==> src/include/cse_pkg.sv <==
// Overview of operation
// - Delineation flag sets on either edge, if enabled
// - Other receive flags set on rising edge, if enabled
// - Reading flag register returns flags, then clears them
// - Flag bit order fixed; bit 4 reads zero
// - Transmit status clears on read, latches events
// - Bit 7 latches transmit input parity fault
// - Bit 6 latches transmit cell start fault
// - Bit 5 transmit overrun, bit 4 receive overrun
// - Bit 3 latches non-idle cell sent only
// - Transmit bits 2 to 0 read zero
// - Receive status bit 7 is live delineation level
// - Receive bits 6, 5 latch header errors
// - Bit 3 latches valid cell; bit 4 zero
// - Bit 2 latches idle header match
// - Bit 1 latches screening discard
// - Bit 0 latches nonzero flow control field
// - Idle tally counts idle cells; low, mid bytes
// - Reading idle tally low byte restarts count from zero
// - Tally is 19 bits; high byte bits 2 to 0
// - Enable register and outer enables gate interrupt
package cse_pkg;

	localparam int CSE_ADDR_W       = 8;
	localparam int CSE_DATA_W       = 8;
	localparam int CSE_IDLE_TALLY_W = 19;

	// Register offsets
	localparam logic [7:0] CSE_OFS_RX_IRQ_ENABLE = 8'h29;
	localparam logic [7:0] CSE_OFS_RX_IRQ_FLAGS  = 8'h2D;
	localparam logic [7:0] CSE_OFS_TX_STATUS     = 8'h2E;
	localparam logic [7:0] CSE_OFS_RX_STATUS     = 8'h2F;
	localparam logic [7:0] CSE_OFS_IDLE_LOW      = 8'h30;
	localparam logic [7:0] CSE_OFS_IDLE_MID      = 8'h31;
	localparam logic [7:0] CSE_OFS_IDLE_HIGH     = 8'h32;

	// Receive bit positions, shared by flags, enables and status
	localparam int CSE_BIT_DELIN    = 7;
	localparam int CSE_BIT_HDR_ERR  = 6;
	localparam int CSE_BIT_HDR_FIX  = 5;
	localparam int CSE_BIT_VALID    = 3;
	localparam int CSE_BIT_IDLE     = 2;
	localparam int CSE_BIT_SCREEN   = 1;
	localparam int CSE_BIT_FLOW     = 0;

	// Transmit bit positions
	localparam int CSE_BIT_TX_PARITY = 7;
	localparam int CSE_BIT_TX_START  = 6;
	localparam int CSE_BIT_TX_OVR    = 5;
	localparam int CSE_BIT_RX_OVR    = 4;
	localparam int CSE_BIT_TX_SENT   = 3;

	localparam logic [7:0] CSE_DELIN_MASK         = 8'h80;
	localparam logic [7:0] CSE_RX_EVENT_MASK      = 8'h6F;
	localparam logic [7:0] CSE_TX_RESERVED_MASK   = 8'h07;
	localparam logic [7:0] CSE_RX_IRQ_ENABLE_RST  = 8'hEF;
	localparam logic [7:0] CSE_RX_IRQ_ENABLE_WMSK = 8'hEF;
	localparam logic [7:0] CSE_ZERO_BYTE          = 8'h00;

	typedef struct packed {
		logic                  wr;    // Write strobe
		logic                  rd;    // Read strobe
		logic [CSE_ADDR_W-1:0] addr;  // Register offset
		logic [CSE_DATA_W-1:0] wdata; // Write data
	} cse_bus_req_type;

	typedef struct packed {
		logic header_error_uncorrected;
		logic header_error_fixed;
		logic valid_cell_arrived;
		logic idle_cell_arrived;
		logic screen_rejected;
		logic flow_field_nonzero;
	} cse_rx_event_type;

	typedef struct packed {
		logic tx_input_parity_fault;
		logic tx_cell_start_fault;
		logic tx_fifo_overrun;
		logic rx_fifo_overrun;
		logic user_cell_transmitted;
		logic tx_cell_is_idle;
	} cse_tx_event_type;

endpackage

==> src/hw/cse_cell_status_regs.sv <==
`timescale 1ns/1ps
module cse_cell_status_regs
	import cse_pkg::*;
(
	input  wire logic            clk,                   // 25 MHz clock
	input  wire logic            rst,                   // Synchronous reset, high
	input  cse_bus_req_type      bus_req,               // Register request
	output logic [CSE_DATA_W-1:0] reg_rdata,            // Read data, cycle after read
	input  cse_rx_event_type     rx_events,             // Receive event pulses
	input  wire logic            delineation_lost,      // Live delineation level
	input  cse_tx_event_type     tx_events,             // Transmit event pulses
	input  wire logic            summary_rx_irq_enable, // Summary level enable
	input  wire logic            port_irq_enable,       // Port level enable
	output logic                 rx_irq_request         // Receive interrupt request
);

	// Map receive events onto the shared bit layout
	function automatic logic [CSE_DATA_W-1:0] cse_rx_vector(
		input cse_rx_event_type ev,
		input logic             delin
	);
		logic [CSE_DATA_W-1:0] v;
		v                  = CSE_ZERO_BYTE;
		v[CSE_BIT_DELIN]   = delin;
		v[CSE_BIT_HDR_ERR] = ev.header_error_uncorrected;
		v[CSE_BIT_HDR_FIX] = ev.header_error_fixed;
		v[CSE_BIT_VALID]   = ev.valid_cell_arrived;
		v[CSE_BIT_IDLE]    = ev.idle_cell_arrived;
		v[CSE_BIT_SCREEN]  = ev.screen_rejected;
		v[CSE_BIT_FLOW]    = ev.flow_field_nonzero;
		return v;
	endfunction

	// Map transmit events; idle cells never count as sent
	function automatic logic [CSE_DATA_W-1:0] cse_tx_vector(input cse_tx_event_type ev);
		logic [CSE_DATA_W-1:0] v;
		v                    = CSE_ZERO_BYTE;
		v[CSE_BIT_TX_PARITY] = ev.tx_input_parity_fault;
		v[CSE_BIT_TX_START]  = ev.tx_cell_start_fault;
		v[CSE_BIT_TX_OVR]    = ev.tx_fifo_overrun;
		v[CSE_BIT_RX_OVR]    = ev.rx_fifo_overrun;
		v[CSE_BIT_TX_SENT]   = ev.user_cell_transmitted & ~ev.tx_cell_is_idle;
		return v;
	endfunction

	logic [CSE_DATA_W-1:0]       irq_flags;
	logic [CSE_DATA_W-1:0]       irq_enable;
	logic [CSE_DATA_W-1:0]       rx_status;
	logic [CSE_DATA_W-1:0]       tx_status;
	logic [CSE_DATA_W-1:0]       rx_prev;
	logic [CSE_IDLE_TALLY_W-1:0] idle_tally;
	logic [CSE_IDLE_TALLY_W-CSE_DATA_W-1:0] idle_hold;

	logic [CSE_DATA_W-1:0]       rx_now;
	logic [CSE_DATA_W-1:0]       rx_edge;
	logic [CSE_DATA_W-1:0]       irq_set;
	logic [CSE_DATA_W-1:0]       tx_set;
	logic [CSE_DATA_W-1:0]       rx_live;
	logic                        idle_inc;
	logic                        rd_flags;
	logic                        rd_tx;
	logic                        rd_rx;
	logic                        rd_low;
	logic                        rd_mid;
	logic                        rd_high;
	logic                        rd_enable;
	logic                        wr_enable;

	logic [CSE_DATA_W-1:0]       next_irq_flags;
	logic [CSE_DATA_W-1:0]       next_irq_enable;
	logic [CSE_DATA_W-1:0]       next_rx_status;
	logic [CSE_DATA_W-1:0]       next_tx_status;
	logic [CSE_IDLE_TALLY_W-1:0] next_idle_tally;
	logic [CSE_IDLE_TALLY_W-CSE_DATA_W-1:0] next_idle_hold;
	logic [CSE_DATA_W-1:0]       next_rdata;
	logic                        next_irq_request;

	// Address strobes for each register
	assign rd_flags  = bus_req.rd && (bus_req.addr == CSE_OFS_RX_IRQ_FLAGS);
	assign rd_tx     = bus_req.rd && (bus_req.addr == CSE_OFS_TX_STATUS);
	assign rd_rx     = bus_req.rd && (bus_req.addr == CSE_OFS_RX_STATUS);
	assign rd_low    = bus_req.rd && (bus_req.addr == CSE_OFS_IDLE_LOW);
	assign rd_mid    = bus_req.rd && (bus_req.addr == CSE_OFS_IDLE_MID);
	assign rd_high   = bus_req.rd && (bus_req.addr == CSE_OFS_IDLE_HIGH);
	assign rd_enable = bus_req.rd && (bus_req.addr == CSE_OFS_RX_IRQ_ENABLE);
	assign wr_enable = bus_req.wr && (bus_req.addr == CSE_OFS_RX_IRQ_ENABLE);

	// Edge detection: delineation is dual edge, the rest rise only
	assign rx_now  = cse_rx_vector(rx_events, delineation_lost);
	assign rx_edge = ((rx_now & ~rx_prev) & ~CSE_DELIN_MASK)
		| ((rx_now ^ rx_prev) & CSE_DELIN_MASK);
	assign irq_set = rx_edge & irq_enable;

	// Sticky flags; a set in the clearing cycle survives the read
	assign next_irq_flags = (irq_flags & ~{CSE_DATA_W{rd_flags}}) | irq_set;

	// Receive status events; bit 7 is merged live at read time
	assign next_rx_status = (rx_status & ~{CSE_DATA_W{rd_rx}})
		| (rx_now & CSE_RX_EVENT_MASK);
	assign rx_live        = rx_status | (rx_now & CSE_DELIN_MASK);

	// Transmit status; reserved and factory bits never set
	assign tx_set         = cse_tx_vector(tx_events) & ~CSE_TX_RESERVED_MASK;
	assign next_tx_status = (tx_status & ~{CSE_DATA_W{rd_tx}}) | tx_set;

	// Idle tally: low byte read freezes upper bits and restarts the count
	assign idle_inc        = rx_events.idle_cell_arrived;
	assign next_idle_tally = rd_low ? CSE_IDLE_TALLY_W'(idle_inc)
		: idle_tally + CSE_IDLE_TALLY_W'(idle_inc);
	assign next_idle_hold  = rd_low ? idle_tally[CSE_IDLE_TALLY_W-1:CSE_DATA_W]
		: idle_hold;

	// Reserved enable bit is forced low on write
	assign next_irq_enable = wr_enable ? (bus_req.wdata & CSE_RX_IRQ_ENABLE_WMSK)
		: irq_enable;

	// Outer enables are held outside this block and only gate the request
	assign next_irq_request = (|irq_flags) & summary_rx_irq_enable & port_irq_enable;

	// Read data mux; unmapped offsets and idle cycles return zero
	always_comb begin
		if (rd_flags) begin
			next_rdata = irq_flags;
		end else if (rd_tx) begin
			next_rdata = tx_status;
		end else if (rd_rx) begin
			next_rdata = rx_live;
		end else if (rd_low) begin
			next_rdata = idle_tally[CSE_DATA_W-1:0];
		end else if (rd_mid) begin
			next_rdata = idle_hold[CSE_DATA_W-1:0];
		end else if (rd_high) begin
			next_rdata = CSE_DATA_W'(idle_hold[CSE_IDLE_TALLY_W-CSE_DATA_W-1:CSE_DATA_W]);
		end else if (rd_enable) begin
			next_rdata = irq_enable;
		end else begin
			next_rdata = CSE_ZERO_BYTE;
		end
	end

	// Previous receive levels; loaded in reset so a level held through reset
	// does not raise a false delineation flag at release
	always_ff @(posedge clk) begin
		rx_prev <= rx_now;
	end

	// Status and flag registers
	always_ff @(posedge clk) begin
		if (rst) begin
			irq_flags  <= CSE_ZERO_BYTE;
			rx_status  <= CSE_ZERO_BYTE;
			tx_status  <= CSE_ZERO_BYTE;
			irq_enable <= CSE_RX_IRQ_ENABLE_RST;
		end else begin
			irq_flags  <= next_irq_flags;
			rx_status  <= next_rx_status;
			tx_status  <= next_tx_status;
			irq_enable <= next_irq_enable;
		end
	end

	// Idle tally and its snapshot
	always_ff @(posedge clk) begin
		if (rst) begin
			idle_tally <= '0;
			idle_hold  <= '0;
		end else begin
			idle_tally <= next_idle_tally;
			idle_hold  <= next_idle_hold;
		end
	end

	// Registered outputs
	always_ff @(posedge clk) begin
		if (rst) begin
			reg_rdata      <= CSE_ZERO_BYTE;
			rx_irq_request <= 1'b0;
		end else begin
			reg_rdata      <= next_rdata;
			rx_irq_request <= next_irq_request;
		end
	end
endmodule

==> config.mk <==
export PLATFORM = sky130hd
export DESIGN_NAME = cse_cell_status_regs
export DESIGN_NICKNAME = d
export VERILOG_FILES = /design/src/include/cse_pkg.sv /design/src/hw/cse_cell_status_regs.sv
export SDC_FILE = /design/constraint.sdc
export NUM_CORES = 1
export LEC_CHECK = 0
export BUFFER_PORTS_ARGS = -buffer_cell sky130_fd_sc_hd__clkbuf_2
export CAP_MARGIN = 20
export CORE_MARGIN = 2
export CORE_UTILIZATION = 56
export DETAILED_ROUTE_END_ITERATION = 8
export PLACE_DENSITY = 0.85
export SYNTH_ARGS = -nofsm -noshare
export SYNTH_HDL_FRONTEND = slang
export SYNTH_SLANG_ARGS = --single-unit
==> constraint.sdc <==
create_clock -name clk -period 2.4 [get_ports clk]
set_input_delay 0.48 -clock clk [delete_from_list [all_inputs] [get_ports clk]]
set_output_delay 0.48 -clock clk [all_outputs]
set_load 0.01 [all_outputs]
==> results.cfg <==
[cells_and_area]
layout-drive-gt1-share_pct = 18.59
nNetsFinal = 457
antenna_cells = 0
synthToLayoutAreaGrowth_pct = 16.56

[timing]
rsz0062_at_grt = false
final_max_slew_viol_count = 0
min_period_ps = 1910
period_share_pct = 79.60
final-hold-violation-count = 0
fin_worst_skew_ps = 8.951
worst_slack_ps = 489.6
max_slew_margin_pct = 62.81
worst_pin_slew_ps = 557.9
fmax_ghz = 0.5235
tns_ps = 0
setup_viol = 0

[yosys]
syn_avg_cell_area_um2 = 8.548
synth_area_leader_cell = dfxtp_1
synth_most_common_cell = dfxtp_1
syn_area_mm2 = 0.003197
ys.flop_type = dfxtp_1
synth_top_family_by_area = simple AND/OR/NAND/NOR gates
synth_compound_gate_area_share_pct = 15.54
yosys-top-cells-count = dfxtp_1, nor2_1, nand2_1, a21oi_1, clkbuf_1
synth.net_count = 411
synthSimpleGateAreaFrac_pct = 25.68
async_reset_ff_share_pct = 0
yosys-top-cells-area = dfxtp_1, nor2_1, a21oi_1, nand2_1, xor2_1
synth-seq-cells = 77
synth_edf_count = 0
yosysSeqAreaShare_pct = 48.22
postSynthCellCount = 374
synthAdderAreaFrac_pct = 0.7828
synth_warnings = 0
synthMuxAreaShare_pct = 0
ys_types = 43
yosys.area_share.xor_xnor_pct = 4.932
synth_top_area_share_pct = 48.22

[detailed_routing]
viasPerCell = 5.483
drtIter0Drc = 269
vias = 2725
wl_um = 7245
wl_per_cell_um = 14.58
ant_nets = 0
dr.pass1.iters = 6
drc_errors = 0

[global_route]
grt_pass1_wl_um = 12060
grt_remaining_overflow = 0
grt_max_degree = 28
antenna_found_initial = 0
grt_usage_pct = 25.19
grt_pass1_vias = 2526

[clock_tree]
clkTransAtPathRegs_ps = 80
post_cts_buffers = 0
holdBufCountCts = 0
ctsResizeCount = 0
root_buffer = clkbuf_8
numCtsBuffers = 9
tritoncts = done
clkLatencyLatePin_ps = 350
htreeDepth = 3
numClockSinks = 77
cts_buffer_depth = 2

[floorplanning]
initial_core_util_pct = 58.05
die_w_um = 79.56
die_y_um = 79.56
placementRows = 27
dieArea_mm2 = 0.006329
io_pins = 44
core_area_mm2 = 0.005507

[run_status]
status = finished, final reports clean

[flow_run]
max-cap-violations = 0

[placement]
hpwl_um = 5164
gp_congestion = 0.8651
dpl_worst_slack_ps = 126.3
port_buffers = 42

[worst_setup_path]
path_class = input pin to flop
required_ps = 2650
worstSetupStartpointType = input pin
arrival_ps = 2160
cp_max_fo = 18
setup.worst_path.end_class = flop

[power_and_ir_drop]
power_mw = 2.532
power.density_mw_per_mm2 = 679.6
max-vdd-ir-drop_mv = 0.5677
p_leak_nw = 1.526

[min_path]
hold_class = input pin to flop
worst paths after layout:
kind                                    end  depth (start not counted)  slack [ps]                       from
setup / recovery  idle_tally[14]$_SDFF_PP0_                          6         490                bus_req[15]
hold / removal           rx_prev[5]$_DFF_P_                          1         250               rx_events[4]
setup reg to reg  idle_tally[15]$_SDFF_PP0_                          5         700   idle_tally[2]$_SDFF_PP0_
hold reg to reg   idle_hold[9]$_SDFFE_PP0P_                          2         450  idle_hold[9]$_SDFFE_PP0P_
worst max-delay path, cell delays in order:
cell	delay (ps)
clkbuf_2	80
or3b_1	460
or4_1	700
nand2b_1	210
buf_12	160
nor2_1	60
registers in the layout (all words and copies together), names as in the netlist:
signal / cells
idle_tally: 19
idle_hold: 11
irq_enable: 7
rx_irq_request: 1
irq_flags: 8
rx_prev: 7
rx_status: 8
reg_rdata: 8
tx_status: 8
placed cells by master (no fill, tap or decap), drive strengths merged, types with 3 or more instances in the layout:
cell type / netlist / layout
buf: 6 / 14
o32a: 3 / 3
clkinv: 0 / 3
nor2b: 4 / 4
nor3b: 6 / 6
and3: 4 / 4
xnor2: 8 / 8
and3b: 3 / 3
a211o: 7 / 7
nor2: 65 / 65
xor2: 10 / 10
nand3b: 4 / 4
clkbuf: 15 / 51
o21ai: 4 / 4
a211oi: 4 / 4
a22o: 4 / 4
a22oi: 5 / 5
or3: 4 / 4
a21oi: 37 / 37
inv: 14 / 14
nand4: 4 / 4
dfxtp: 77 / 77
o22ai: 9 / 9
nand2b: 8 / 8
nor4: 3 / 3
nand2: 40 / 40
nand3: 7 / 7
nor3: 8 / 8
per-stage QoR:
step | std cells | utilization (%) | area (um2) | hold slack, ps
5_1_grt | 497 | 67.67 | 3726 | 236.5
3_3_place_gp | 481 | 63.78 | 3512 | 437.9
2_1_floorplan | 374 | - | 3197 | 426.7
6_report | 497 | 67.67 | 3726 | 251.5
3_5_place_dp | 481 | 63.78 | 3512 | 443.3
4_1_cts | 497 | 67.67 | 3726 | 229.8
per-layer routing:
metal	part of all wire, %	track usage, %
met4	2.0	9.483
met3	7.7	8.824
met1	43	31.73
met5	0	0
met2	47	39.66
power breakdown:
group | leakage [nW] | internal (mW) | total [mW] | switching [mW]
clock | 0.105 | 0.579 | 1.04 | 0.466
combinational | 0.792 | 0.0672 | 0.154 | 0.0866
sequential | 0.629 | 1.31 | 1.33 | 0.0235
total | 1.53 | 1.96 | 2.53 | 0.576
area by class of cell:
class / count / area (um2)
Timing Repair Buffer: 56 / 327.8
Fill cell: 430 / 1780
Inverter: 14 / 52.55
Multi-Input combinational cell: 262 / 1500
Clock inverter: 7 / 90.09
Clock buffer: 9 / 123.9
Sequential cell: 77 / 1541
Tap cell: 72 / 90.09
logic make-up (layout without fill, tap and decap cells):
kind of cell,count (synthesis),in the layout
xor gates and xnor gates,18,18
and+or+nand+nor,166,166
DFF,77,77
adders and majority gates,2,2
buffers and inverters,35,86
AOI/OAI and AO/OA,76,76
(Power assumes the default switching activity.)
